===== src/hw/sslss_defs.svh =====
// register map, field positions, reset values and timing for the
// supply supervisor low-power state selector; definitions only
`ifndef SSLSS_DEFS_SVH
`define SSLSS_DEFS_SVH

// byte addresses on the wishbone bus
`define SSLSS_ADR_HCTL 8'h00
`define SSLSS_ADR_LCTL 8'h04
`define SSLSS_ADR_PMODE 8'h08
`define SSLSS_ADR_STAT 8'h0c
`define SSLSS_ADR_ISTS 8'h10
`define SSLSS_ADR_IMSK 8'h14

// high_side_supervision_control fields
`define SSLSS_H_SUP_EN 0
`define SSLSS_H_SUP_SEL 1
`define SSLSS_H_SUP_FP 2
`define SSLSS_H_AUTO 3
`define SSLSS_H_MON_EN 4
`define SSLSS_H_MON_FP 5
`define SSLSS_HCTL_W 6
`define SSLSS_HCTL_RST 6'h00

// low_side_supervision_control fields
`define SSLSS_L_SUP_EN 0
`define SSLSS_L_SUP_FP 1
`define SSLSS_L_MON_EN 2
`define SSLSS_L_MON_FP 3
`define SSLSS_LCTL_W 4
`define SSLSS_LCTL_RST 4'h5

// power mode field: 0 active, 1 light, 2..4 deep
`define SSLSS_PMODE_W 3
`define SSLSS_PMODE_RST 3'h0
`define SSLSS_PMODE_DEEP 3'h2
`define SSLSS_PMODE_MAX 3'h4

// interrupt status / mask bits
`define SSLSS_IRQ_W 4
`define SSLSS_IRQ_HAZARD 0
`define SSLSS_IRQ_SETTLED 1
`define SSLSS_IRQ_UNSETTLED 2
`define SSLSS_IRQ_WAKE_RISK 3
`define SSLSS_IMSK_RST 4'h0

// settle time after a control write
`define SSLSS_CLK_PERIOD_NS 8
`define SSLSS_SETTLE_NS 1000
`define SSLSS_SETTLE_CYC \
    ((`SSLSS_SETTLE_NS + `SSLSS_CLK_PERIOD_NS - 1) / `SSLSS_CLK_PERIOD_NS)
`define SSLSS_CNT_W 8

`endif


===== src/hw/sslss_pkg.sv =====
// types shared by the supply supervisor state selector modules
// assumes nothing beyond a SystemVerilog compiler
package sslss_pkg;

    typedef enum logic [1:0] {
        PWR_OFF,
        PWR_NORMAL,
        PWR_FULL
    } sslss_pwr_e;

endpackage : sslss_pkg


===== src/hw/sslss_top.sv =====
// supply supervisor low-power state selector with wishbone registers
// assumes a classic wishbone master on clk_i and a synchronous reset
//
// Contract
// RULE_01 - active/light: supervisor off, normal or full from enable and fp
// RULE_02 - enabled supervisor without keep-select turns off in deep modes
// RULE_03 - keep-select: manual holds state, automatic lowers one level
// RULE_04 - monitor off, normal or full; auto lowers one level in deep
// RULE_05 - software waits for both settle flags low before deep entry
// RULE_06 - software may choose slow low-side wake-up, about 150 us
// RULE_07 - software may keep high side on and manual instead
// RULE_08 - low side fast when a unit is disabled or at full performance
// RULE_09 - flag enabled normal supervisor dropping off or under auto
// RULE_10 - flag enabled normal monitor under automatic control
// RULE_11 - hazard output is 1 when affected, 0 otherwise
// RULE_12 - software may add 150 us delay for fast interrupt service
// RULE_13 - affected deep entry may hang wake-up until a reset
// RULE_14 - hazard recomputed from registered bits, valid cycle after write
`timescale 1ns/100ps
`default_nettype none
`include "sslss_defs.svh"
module sslss_top
    import sslss_pkg::*;
(
    input wire logic clk_i,              // system clock
    input wire logic rst_i,              // synchronous reset
    input wire logic wb_cyc_i,           // bus cycle
    input wire logic wb_stb_i,           // strobe
    input wire logic wb_we_i,            // write enable
    input wire logic [7:0] wb_adr_i,     // byte address
    input wire logic [3:0] wb_sel_i,     // byte lanes
    input wire logic [31:0] wb_dat_i,    // write data
    output logic [31:0] wb_dat_o,        // read data
    output logic wb_ack_o,               // acknowledge
    output sslss_pwr_e high_sup_state_o, // high-side supervisor state
    output sslss_pwr_e high_mon_state_o, // high-side monitor state
    output logic hazard_o,               // affected configuration
    output logic wake_blocked_o,         // wake-up hang latched
    output logic irq_o                   // interrupt, level
);
    localparam int SETTLE_MAX = 130;

    function automatic logic hit(input logic [7:0] a, input logic [7:0] o);
        hit = (a == o);
    endfunction : hit

    // ---------------- bus handshake
    logic ack_q;
    logic ack_d;
    logic [31:0] dat_q;
    logic [31:0] dat_d;
    logic req;
    logic wr_fire;
    logic lane0;

    // registers
    logic [`SSLSS_HCTL_W-1:0] hctl_q;
    logic [`SSLSS_HCTL_W-1:0] hctl_d;
    logic [`SSLSS_LCTL_W-1:0] lctl_q;
    logic [`SSLSS_LCTL_W-1:0] lctl_d;
    logic [`SSLSS_PMODE_W-1:0] pmode_q;
    logic [`SSLSS_PMODE_W-1:0] pmode_d;
    logic [`SSLSS_IRQ_W-1:0] ists_q;
    logic [`SSLSS_IRQ_W-1:0] ists_d;
    logic [`SSLSS_IRQ_W-1:0] imsk_q;
    logic [`SSLSS_IRQ_W-1:0] imsk_d;
    logic [`SSLSS_IRQ_W-1:0] ev;
    logic irq_q;
    logic irq_d;

    // settle counters, index 0 low side, 1 high side
    logic [1:0] ctl_wr;
    logic [`SSLSS_CNT_W-1:0] settle_q [2];
    logic [`SSLSS_CNT_W-1:0] settle_d [2];
    logic [1:0] settle_flag;
    logic settle_any_q;

    // state outputs
    logic deep;
    logic deep_entry;
    sslss_pwr_e sup_st;
    sslss_pwr_e mon_st;
    sslss_pwr_e sup_q;
    sslss_pwr_e mon_q;
    logic hazard_c;
    logic hazard_q;
    logic blocked_q;
    logic blocked_d;

    // a write lands on the edge that the master samples ack high
    always_comb begin
        req = wb_cyc_i && wb_stb_i;
        lane0 = wb_sel_i[0];
        wr_fire = req && ack_q && wb_we_i && lane0;
        ack_d = req && !ack_q;
        dat_d = dat_q;
        if (ack_d && !wb_we_i) begin
            dat_d = 32'h0000_0000;
            if (hit(wb_adr_i, `SSLSS_ADR_HCTL)) begin
                dat_d[`SSLSS_HCTL_W-1:0] = hctl_q;
            end
            if (hit(wb_adr_i, `SSLSS_ADR_LCTL)) begin
                dat_d[`SSLSS_LCTL_W-1:0] = lctl_q;
            end
            if (hit(wb_adr_i, `SSLSS_ADR_PMODE)) begin
                dat_d[`SSLSS_PMODE_W-1:0] = pmode_q;
            end
            if (hit(wb_adr_i, `SSLSS_ADR_STAT)) begin
                // settle flags, hazard, states, deep, wake hang
                dat_d[1:0] = settle_flag;
                dat_d[2] = hazard_c;
                dat_d[4:3] = sup_q;
                dat_d[6:5] = mon_q;
                dat_d[7] = deep;
                dat_d[8] = blocked_q;
            end
            if (hit(wb_adr_i, `SSLSS_ADR_ISTS)) begin
                dat_d[`SSLSS_IRQ_W-1:0] = ists_q;
            end
            if (hit(wb_adr_i, `SSLSS_ADR_IMSK)) begin
                dat_d[`SSLSS_IRQ_W-1:0] = imsk_q;
            end
        end
    end

    always_ff @(posedge clk_i) begin
        if (rst_i) begin
            ack_q <= 1'b0;
            dat_q <= 32'h0000_0000;
        end else begin
            ack_q <= ack_d;
            dat_q <= dat_d;
        end
    end

    // ---------------- control registers
    always_comb begin
        hctl_d = hctl_q;
        lctl_d = lctl_q;
        pmode_d = pmode_q;
        imsk_d = imsk_q;
        ctl_wr = 2'b00;
        deep_entry = 1'b0;
        if (wr_fire && hit(wb_adr_i, `SSLSS_ADR_HCTL)) begin
            hctl_d = wb_dat_i[`SSLSS_HCTL_W-1:0];
            ctl_wr[1] = 1'b1;
        end
        if (wr_fire && hit(wb_adr_i, `SSLSS_ADR_LCTL)) begin
            lctl_d = wb_dat_i[`SSLSS_LCTL_W-1:0];
            ctl_wr[0] = 1'b1;
        end
        // values above the deepest mode are ignored
        if (wr_fire && hit(wb_adr_i, `SSLSS_ADR_PMODE) &&
            wb_dat_i[`SSLSS_PMODE_W-1:0] <= `SSLSS_PMODE_MAX) begin
            pmode_d = wb_dat_i[`SSLSS_PMODE_W-1:0];
            deep_entry = !deep &&
                (wb_dat_i[`SSLSS_PMODE_W-1:0] >= `SSLSS_PMODE_DEEP);
        end
        if (wr_fire && hit(wb_adr_i, `SSLSS_ADR_IMSK)) begin
            imsk_d = wb_dat_i[`SSLSS_IRQ_W-1:0];
        end
    end

    always_ff @(posedge clk_i) begin
        if (rst_i) begin
            hctl_q <= `SSLSS_HCTL_RST;
            lctl_q <= `SSLSS_LCTL_RST;
            pmode_q <= `SSLSS_PMODE_RST;
            imsk_q <= `SSLSS_IMSK_RST;
        end else begin
            hctl_q <= hctl_d;
            lctl_q <= lctl_d;
            pmode_q <= pmode_d;
            imsk_q <= imsk_d;
        end
    end

    // ---------------- settle flags; software must see both low first
    for (genvar g = 0; g < 2; g++) begin : g_settle
        always_comb begin
            if (ctl_wr[g]) begin
                settle_d[g] = `SSLSS_CNT_W'(`SSLSS_SETTLE_CYC); // RULE_05
            end else if (settle_q[g] != '0) begin
                settle_d[g] = settle_q[g] - `SSLSS_CNT_W'(1);
            end else begin
                settle_d[g] = settle_q[g];
            end
            settle_flag[g] = (settle_q[g] != '0);
        end

        always_ff @(posedge clk_i) begin
            if (rst_i) begin
                settle_q[g] <= '0;
            end else begin
                settle_q[g] <= settle_d[g];
            end
        end
    end

    // ---------------- state selection and hazard
    assign deep = (pmode_q >= `SSLSS_PMODE_DEEP);

    sslss_state_map u_sup (
        .en_i(hctl_q[`SSLSS_H_SUP_EN]),
        .fp_i(hctl_q[`SSLSS_H_SUP_FP]),
        .keep_i(hctl_q[`SSLSS_H_SUP_SEL]),
        .auto_i(hctl_q[`SSLSS_H_AUTO]),
        .deep_i(deep),
        .state_o(sup_st)
    );

    // the monitor has no keep-select; it always follows its control mode
    sslss_state_map u_mon (
        .en_i(hctl_q[`SSLSS_H_MON_EN]),
        .fp_i(hctl_q[`SSLSS_H_MON_FP]),
        .keep_i(1'b1),
        .auto_i(hctl_q[`SSLSS_H_AUTO]),
        .deep_i(deep),
        .state_o(mon_st)
    ); // RULE_04

    sslss_hazard_det u_haz (
        .hctl_i(hctl_q),
        .lctl_i(lctl_q),
        .hazard_o(hazard_c)
    ); // RULE_14

    // ---------------- events and interrupt; set wins over clear
    always_comb begin
        ev = '0;
        ev[`SSLSS_IRQ_HAZARD] = hazard_c && !hazard_q;
        ev[`SSLSS_IRQ_SETTLED] = settle_any_q && (settle_flag == 2'b00);
        ev[`SSLSS_IRQ_UNSETTLED] = deep_entry && (settle_flag != 2'b00);
        ev[`SSLSS_IRQ_WAKE_RISK] = deep_entry && hazard_c;
        ists_d = ists_q;
        if (wr_fire && hit(wb_adr_i, `SSLSS_ADR_ISTS)) begin
            ists_d = ists_q & ~wb_dat_i[`SSLSS_IRQ_W-1:0];
        end
        ists_d = ists_d | ev;
        irq_d = |(ists_d & imsk_d);
        // only a reset clears the hang; pmode writes cannot
        blocked_d = blocked_q || (deep_entry && hazard_c); // RULE_13
    end

    always_ff @(posedge clk_i) begin
        if (rst_i) begin
            ists_q <= '0;
            irq_q <= 1'b0;
            settle_any_q <= 1'b0;
            sup_q <= PWR_OFF;
            mon_q <= PWR_OFF;
            hazard_q <= 1'b0;
            blocked_q <= 1'b0;
        end else begin
            ists_q <= ists_d;
            irq_q <= irq_d;
            settle_any_q <= (settle_flag != 2'b00);
            sup_q <= sup_st;
            mon_q <= mon_st;
            hazard_q <= hazard_c; // RULE_11
            blocked_q <= blocked_d;
        end
    end

    assign wb_ack_o = ack_q;
    assign wb_dat_o = dat_q;
    assign high_sup_state_o = sup_q;
    assign high_mon_state_o = mon_q;
    assign hazard_o = hazard_q;
    assign wake_blocked_o = blocked_q;
    assign irq_o = irq_q;
endmodule : sslss_top
`default_nettype wire


===== src/hw/sslss_state_map.sv =====
// maps one supervisor or monitor's control bits to its operating state
// assumes control bits are registered on the caller's clock
`timescale 1ns/100ps
`default_nettype none
module sslss_state_map
    import sslss_pkg::*;
(
    input wire logic en_i,       // unit enabled
    input wire logic fp_i,       // full performance select
    input wire logic keep_i,     // stay on in deep modes, one level lower under auto
    input wire logic auto_i,     // automatic control
    input wire logic deep_i,     // deep low-power mode
    output sslss_pwr_e state_o   // resulting state
);
    always_comb begin
        if (!en_i) begin
            state_o = PWR_OFF; // RULE_01
        end else if (!deep_i) begin
            state_o = fp_i ? PWR_FULL : PWR_NORMAL; // RULE_01
        end else if (!keep_i) begin
            state_o = PWR_OFF; // RULE_02
        end else if (!auto_i) begin
            state_o = fp_i ? PWR_FULL : PWR_NORMAL; // RULE_03
        end else begin
            // automatic control steps one level down
            state_o = fp_i ? PWR_NORMAL : PWR_OFF; // RULE_03
        end
    end
endmodule : sslss_state_map
`default_nettype wire


===== src/hw/sslss_hazard_det.sv =====
// flags control settings that may block wake-up from deep modes
// assumes registered control words in the documented field layout
`timescale 1ns/100ps
`default_nettype none
`include "sslss_defs.svh"
module sslss_hazard_det (
    input wire logic [`SSLSS_HCTL_W-1:0] hctl_i, // high-side control
    input wire logic [`SSLSS_LCTL_W-1:0] lctl_i, // low-side control
    output logic hazard_o                        // affected setting
);
    function automatic logic fast_low(input logic [`SSLSS_LCTL_W-1:0] l);
        fast_low = !l[`SSLSS_L_SUP_EN] || l[`SSLSS_L_SUP_FP] ||
            !l[`SSLSS_L_MON_EN] || l[`SSLSS_L_MON_FP]; // RULE_08
    endfunction : fast_low

    logic sup_hit;
    logic mon_hit;

    always_comb begin
        sup_hit = hctl_i[`SSLSS_H_SUP_EN] && !hctl_i[`SSLSS_H_SUP_FP] &&
            (!hctl_i[`SSLSS_H_SUP_SEL] || hctl_i[`SSLSS_H_AUTO]); // RULE_09
        mon_hit = hctl_i[`SSLSS_H_MON_EN] && !hctl_i[`SSLSS_H_MON_FP] &&
            hctl_i[`SSLSS_H_AUTO]; // RULE_10
        // pure combinational so it follows the registers at once
        hazard_o = fast_low(lctl_i) && (sup_hit || mon_hit); // RULE_11
    end
endmodule : sslss_hazard_det
`default_nettype wire


===== config.mk =====
export PLATFORM = sky130hd
export DESIGN_NAME = sslss_top
export DESIGN_NICKNAME = d
export VERILOG_FILES = /design/src/hw/sslss_pkg.sv /design/src/hw/sslss_top.sv /design/src/hw/sslss_state_map.sv /design/src/hw/sslss_hazard_det.sv
export VERILOG_INCLUDE_DIRS = /design/src /design/src/hw
export SDC_FILE = /design/constraint.sdc
export NUM_CORES = 1
export LEC_CHECK = 0
export ABC_CLOCK_PERIOD_IN_PS = 4820
export BUFFER_PORTS_ARGS = -buffer_cell sky130_fd_sc_hd__buf_2
export CELL_PAD_IN_SITES_DETAIL_PLACEMENT = 0
export CELL_PAD_IN_SITES_GLOBAL_PLACEMENT = 2
export CORE_ASPECT_RATIO = 0.9
export CORE_MARGIN = 5
export CORE_UTILIZATION = 31
export DETAILED_ROUTE_END_ITERATION = 7
export PLACE_DENSITY_LB_ADDON = 0.08
export SKIP_CTS_REPAIR_TIMING = 1
export SYNTH_ARGS = -nofsm -noshare
export SYNTH_HDL_FRONTEND = slang
export SYNTH_SLANG_ARGS = --single-unit

===== constraint.sdc =====
create_clock -name clk_i -period 4.82 [get_ports clk_i]
set_input_delay 0.964 -clock clk_i [delete_from_list [all_inputs] [get_ports clk_i]]
set_output_delay 0.964 -clock clk_i [all_outputs]
set_load 0.03 [all_outputs]

==> After elaboration in Yosys (flattened, before gate mapping) <==
Memories as Yosys holds them, arrays and structs flattened.
Index checks and enable logic that the tools add are counted.
{ "classes": {"n_eq_ne": 5, "n_addsub": 2, "bitwise_logic": 8, "magnitude_cmp": 3, "mux": 29, "reduce_logical": 45} }
{ "ops": {"columns": ["operator", "count"], "rows": [
  ["$mux W8", 6],
  ["$logic_and A1 B1 Y1", 22],
  ["$mux W4", 5],
  ["$eq A8 B4 Y1 const B", 2],
  ["$eq A8 B5 Y1 const B", 2],
  ["$reduce_bool A8 Y1", 2],
  ["$sub A8 B1 Y8 const B", 2],
  ["$mux W2", 7],
  ["$logic_not A1 Y1", 9],
  ["$mux W9", 1],
  ["$and A4 B4 Y4", 2],
  ["$eq A8 B3 Y1 const B", 1],
  ["$logic_not A8 Y1", 1],
  ["$mux W1", 8],
  ["$ge A3 B2 Y1 const B", 2],
  ["$logic_or A1 B1 Y1", 6],
  ["$mux W6", 1],
  ["$not A4 Y4", 1],
  ["$or A4 B4 Y4", 1],
  ["$reduce_or A2 Y1", 2],
  ["$reduce_or A4 Y1", 1],
  ["$le A3 B3 Y1 const B", 1],
  ["$mux W3", 1],
  ["$logic_not A2 Y1", 1],
  ["other kinds (3)", 5]
]} }
{ "word_totals": {"elab_cells": 106, "reg_bits": 39, "inputBits": 49, "ramBits": 16, "out_inout_bits": 40, "memories": 1} }
{ "mem_list": {"columns": ["memory", "words", "word_bits", "rd", "rd_clocked_by_memory_dff", "write_ports", "line_no", "text"], "rows": [
  ["settle_q", 2, 8, 2, 0, 2, "sslss_top.sv:73", "logic [`SSLSS_CNT_W-1:0] settle_q [2];"]
]} }

==> Logic depth before layout (Yosys ltp) <==
Gate-level depths: netlist of run 1.
{ "logic_depth": {"depth_word": 11, "depth_mapped": 8, "mapped_depth_nobuf": 7} }

==> Modules after synthesis <==
A second synthesis of run 1 with hierarchy kept.
{ "hier_totals": {"cells_unflattened": 336, "hier_area_um2": 2793.9} }
{ "modules_own_cells": {"columns": ["mod", "cells_each", "area_per_inst_um2", "seq_area_each_um2", "n_inst"], "rows": [
  ["sslss_top", 315, 2646.3, 1101.1, 1],
  ["sslss_state_map", 8, 51.3, 0.0, 2],
  ["sslss_hazard_det", 5, 45.0, 0.0, 1]
]} }

==> Least setup slack after synthesis of run 1 <==
No wires, ideal clock.
{ "synth_path": {"kind": "input to register", "from": "input port wb_adr_i[3]", "to": "register irq_q, in the netlist irq_o", "slack_ns": 2.213, "path_stages": 6, "n_path_buf": 1, "required_time_ns": 4.689, "arrival_time_ns": 2.476, "setup_time_ns": 0.131, "cell_sequence": "buf_6 or4b_4 nor4_4 mux2_2 o211ai_1 o221ai_2"} }
{ "synth_between": {"elab_chain_cells": 8, "elab_cells_between_ends": 15, "classes_between": "eq/ne: 3; mux: 3; bitwise: 2; reduce/logical: 7"} }
{ "synth_rtl": {"columns": ["element", "line_no", "text"], "rows": [
  ["start: declaration", "sslss_top.sv:30", "input wire logic [7:0] wb_adr_i,"],
  ["$eq A8 B4 Y1", "sslss_top.sv:44", "hit = (a == o);"],
  ["$logic_and A1 B1 Y1", "sslss_top.sv:153", "if (wr_fire && hit(wb_adr_i, `SSLSS_ADR_PMODE) &&"],
  ["$logic_and A1 B1 Y1 (no source line)", null, null],
  ["$mux W1", "sslss_top.sv:153", null],
  ["$logic_and A1 B1 Y1 (on tied branches)", "sslss_top.sv:233, sslss_top.sv:234", null],
  ["$or A4 B4 Y4", "sslss_top.sv:239", "ists_d = ists_d | ev;"],
  ["$and A4 B4 Y4 (*)", "sslss_top.sv:240", "irq_d = |(ists_d & imsk_d);"],
  ["$reduce_or A4 Y1 (*)", "sslss_top.sv:240", null],
  ["end signal: assignment", "sslss_top.sv:256", "irq_q <= irq_d;"],
  ["end: declaration", "sslss_top.sv:68", "logic irq_q;"]
]} }
Mark *: on every way between the ends. The rest lies on a longest branch, timed or not.
A chain may end at the register's enable or synchronous reset.

==> Worst setup path after layout of run 1 <==
{ "layout_path": {"from": "input port wb_adr_i[5]", "to": "register irq_q, in the netlist irq_o"} }
The elaborated chain is that of the path after synthesis.

==> results of run 1 <==
## registers in the layout, summed over array words and instances, names as in the netlist
name              flops
imsk_q                4
wake_blocked_o        1
hazard_o              1
wb_ack_o              1
high_mon_state_o      2
high_sup_state_o      2
hctl_q                6
irq_o                 1
pmode_q               3
wb_dat_o              9
lctl_q                4
settle_q             16
settle_any_q          1
ists_q                4
## logic make-up after synthesis
logic type      after synthesis  share of synthesized area (%)
simple gates                140                           25.5
compound gates               62                           13.4
flops                        55                           39.0
buf+inv                      46                           9.80
mux                          15                           6.69
xor+xnor                      9                           2.79
fa+ha+maj                     6                           2.66
other cells                   1                          0.133
## cell type report
class | instances | area [sq um]
repair buffers | 38 | 195
fillers | 1003 | 5890
inverters | 9 | 33.8
clock inverters | 1 | 30.0
clock buffers | 6 | 72.6
multi-input cells | 255 | 1530
well taps | 122 | 153
flip-flops and latches | 55 | 1100
## power by group
| group | switching (mW) | leakage (nW) | total, mW | internal, mW |
|---|---|---|---|---|
| Sequential | 0.0441 | 0.448 | 0.555 | 0.511 |
| Combinational | 0.240 | 0.735 | 0.426 | 0.186 |
| Clock | 0.152 | 0.0513 | 0.305 | 0.153 |
## synth_stat cells, drive strengths merged, types with 4 or more instances
cell	instances	share of area, %
nand3	12	2.1
o21ai	7	1.2
a21oi	35	6.2
dfxtp	55	39
nand4	4	0.89
nor3	13	2.5
inv	9	1.2
buf	28	7.4
or3	4	0.89
xor2	6	1.9
ha	6	2.7
mux2i	11	3.9
nor4	4	1.4
a221oi	5	1.6
nor2	39	5.2
clkbuf	9	1.2
nand2	38	5.1
## worst paths after layout
| path | startpoint | to | cells past startpoint |
|---|---|---|---|
| setup / recovery | wb_adr_i[5] | irq_o | 6 |
| hold / removal | wb_dat_o[6] | wb_dat_o[6] | 2 |
| setup reg to reg | settle_q[1][0] | irq_o | 7 |
| hold reg to reg | wb_dat_o[6] | wb_dat_o[6] | 2 |
## per-layer routing
metal,track usage [%],up-vias
met5,0,-
met4,3.13,0
met3,2.82,5
met2,20.9,51
met1,19.9,1054
li1,-,1184
## worst max-delay path, stage by stage
cell      delay, ns
buf_2          0.11
nor4b_1        0.83
nand4_1        0.24
a221oi_1       0.45
o22a_1         0.22
o221ai_2       0.09
## per-stage QoR
stage	setup slack (ns)	cell area [sq um]	hold slack [ns]	instances	util (%)
after floorplan	2.21	2910	0.446	356	-
after global placement	1.75	3010	0.435	479	33.4
after detailed placement	1.80	3010	0.442	479	33.4
after CTS	2.10	3110	0.457	486	34.6
after global routing	1.94	3110	0.469	486	34.6
final	2.10	3110	0.450	486	34.6
==> metrics.csv, run 1 <==
metric;value;unit
ys_types;53;
drt_first_iter_violations;101;
leakagePower;1.23;nW
fin_skew;0.00980;ns
grt_use_total;13.7;%
wl_met1;3990;um
drive_above_1_share;16.5;%
maxUsedRoutingLayer;met4;
area_growth_syn_to_layout;10.3;%
grt_pass1_wl;12200;um
routed-wl-met2;3130;um
gp_congestion;0.755;
startpoint_type;input port;
relSlewSlack;35.9;%
power_density;413;nW/um^2
power.total;1.29;mW
yosys_most_used_dff;dfxtp_1;
tightest_slew;0.948;ns
num_rows;33;
core_area;9000;sq um
finalMaxSlewViolations;0;
tns;0;ns
cts_sinks;55;
mostFrequentLayoutCells;dfxtp_1, nor2_1, nand2_1, buf_2, a21oi_1;
status;finished clean;
vias_per_cell;4.72;
min_period;2.72;ns
critPathKind;input port to register;
cts_tree;done;
port_buffers;36;
syn-mean-instance-area;8.45;sq um
antenna_found_initial;0;
max-vdd-ir-drop;0.000174;V
dr_wl_met3;310;um
antenna_cells;0;
io_pins;89;
synthArstFlopShare;0;%
antenna_left;0;
synth_edf_count;0;
worstPathArrival;2.90;ns
drv_cap;0;
wl_per_cell;15.4;um
setup_violations;0;
die_width;111;um
syn_inst;334;
grt_pass1_vias;2268;
drt_wl_total;7480;um
end_kind;register;
fp.dieH;101;um
cp_max_fo;5;
final_common_cell;dfxtp_1;
dr.pass1.iters;4;
synth-seq-cells;55;
root_buffer;clkbuf_8;
drc;0;
hold_violations;0;
dp_hpwl;5590;um
start_util;31.4;%
grt_start_max_net_pins;46;
clk_pin_slew;0.10;ns
synth-seq-area-share;39.0;%
nNetsFinal;419;
grt_setup_unrepaired;false;
post-route-period-util;56.4;%
cts_made_buffers;5;
rrSetupSlack;2.40;ns
gr-total-overflow;0;
cp.required;5.00;ns
clockBufferDepth;2;
synth_warnings;0;
vias;2294;
netlist_area;2820;sq um
cts_max_level;2;
die-area;11100;sq um
max_freq;0.368;GHz
hold_path_class;register to register;
clkLatencyLatePin;0.31;ns
Power figures use the tool's default switching activity.
==> run 2, diff against run 1 <==
ABC_CLOCK_PERIOD_IN_PS = 2400   (was 4820)
CORE_UTILIZATION = 26   (was 31)
clock period = 2.4 ns   (was 4.82 ns; I/O delays follow)
==> run 2 against run 1 <==
  * Clock power is 130% higher
  * Utilization is 3.9 points lower
  * Setup slack worse by 1.9 ns
  * Via count is 3.7% higher
  * Critical path depth is 1 higher
  * Routed wire length is 5.1% higher
==> metrics.csv, run 2 (same netlist as run 1, synthesis figures left out) <==
metric;value;unit;change
status;finished clean;;
setup_violations;0;;unchanged
grt_setup_unrepaired;false;;
area_growth_syn_to_layout;16.4;%;
num_rows;36;;+9.1%
nNetsFinal;434;;+3.6%
cts_made_buffers;5;;unchanged
hold_violations;0;;unchanged
nFillCells;1168;;+16%
wl_per_cell;15.3;um;-0.45%
dr.pass1.iters;4;;unchanged
cts_max_level;2;;unchanged
fin_util;30.7;%;-3.9 points
end_kind;register;;
dp_hpwl;5960;um;+6.6%
final_common_cell;dfxtp_1;;
clk_pin_slew;0.07;ns;-0.03 ns
dr_wl_met3;302;um;-2.6%
root_buffer;clkbuf_16;;
fin_skew;0.00737;ns;-0.00242 ns
fp.dieH;109;um;+8.3%
gp_congestion;0.727;;-3.7%
leakagePower;1.33;nW;+7.8%
drt_first_iter_violations;162;;+60%
fin_ws;0.190;ns;-1.91 ns
cts_tree;done;;
grt_pass1_wl;12800;um;+4.7%
die-area;13000;sq um;+17%
worstPathArrival;2.40;ns;-0.50 ns
min_period;2.21;ns;
placedCellCount;505;;+5.4%
cts_sinks;55;;unchanged
clockBufferDepth;2;;unchanged
tns;0;ns;unchanged
grt_use_total;12.6;%;-1.0 points
die_width;120;um;+8.4%
post-route-cell-area;3290;sq um;+5.6%
finalMaxSlewViolations;0;;unchanged
power_density;828;nW/um^2;+100%
vias_per_cell;4.64;;-1.8%
wl_met1;4130;um;+3.7%
drv_cap;0;;unchanged
dpl_cell_area;3150;sq um;+4.6%
hold_path_class;input port to register;;
routed-wl-met2;3380;um;+8.1%
core_area;10700;sq um;+19%
maxUsedRoutingLayer;met4;;
max_freq;0.453;GHz;
largest_reg_flops;16;;unchanged
tightest_slew;0.519;ns;-0.428 ns
power.total;2.72;mW;+110%
grt_start_max_net_pins;45;;-2.2%
antenna_found_initial;0;;unchanged
clkLatencyLatePin;0.29;ns;-0.02 ns
antenna_cells;0;;unchanged
drc;0;;unchanged
cp_max_fo;4;;-1
io_pins;89;;unchanged
drive_above_1_share;19.7;%;+3.3 points
gr-total-overflow;0;;unchanged
max-vdd-ir-drop;0.000455;V;+160%
relSlewSlack;65.4;%;+29 points
start_util;26.3;%;-5.0 points
vias;2378;;+3.7%
cp.required;2.59;ns;-2.41 ns
drt_wl_total;7860;um;+5.1%
whs;0.419;ns;-0.0312 ns
instances_no_fill;513;;+5.6%
top_register;settle_q;;
post-route-period-util;92.1;%;
grt_pass1_vias;2308;;+1.8%
antenna_left;0;;unchanged
mostFrequentLayoutCells;dfxtp_1, nor2_1, nand2_1, buf_2, a21oi_1;;
startpoint_type;register;;
port_buffers;36;;unchanged
dp_slack;-0.00787;ns;-1.81 ns
critPathKind;register to register;;
[run 2: area by class of cell]
| type | count | area, sq um | area share, % |
|---|---|---|---|
| sequential | 55 | 1100 | 33.5 |
| tap | 133 | 166 | 5.06 |
| multi-input combinational | 255 | 1530 | 46.5 |
| timing repair buffer | 53 | 320 | 9.74 |
| inverter | 9 | 33.8 | 1.03 |
| clock buffer | 7 | 133 | 4.04 |
| clock inverter | 1 | 5.00 | 0.152 |
[run 2: final timing paths]
kind,start,endpoint,slack (ns),cells after the start
worst max register to register,settle_q[1][1],wb_dat_o[1],0.19,7
worst max-delay path,settle_q[1][1],wb_dat_o[1],0.19,7
worst min-delay path,rst_i,settle_any_q,0.42,2
worst min register to register,wb_dat_o[6],wb_dat_o[6],0.45,2
[run 2: power by group]
group          internal (mW)  switching [mW]  leakage (nW)
Clock                  0.387           0.328        0.0679
Sequential              1.03          0.0860         0.448
Combinational          0.405           0.489         0.814
[run 2: critical path, cell delays in order (launching register included)]
cell and delay [ns]:
dfxtp_1 0.31, inv_1 0.09, ha_1 0.16, or3b_2 0.51
or2_2 0.31, mux4_2 0.49, a21oi_1 0.17, nor2_1 0.06
[run 2: routing by layer]
layer	global-route usage (%)	vias up
met1	18.2	1114
li1	-	1212
met3	2.96	4
met5	0	-
met2	19.5	48
met4	2.45	0
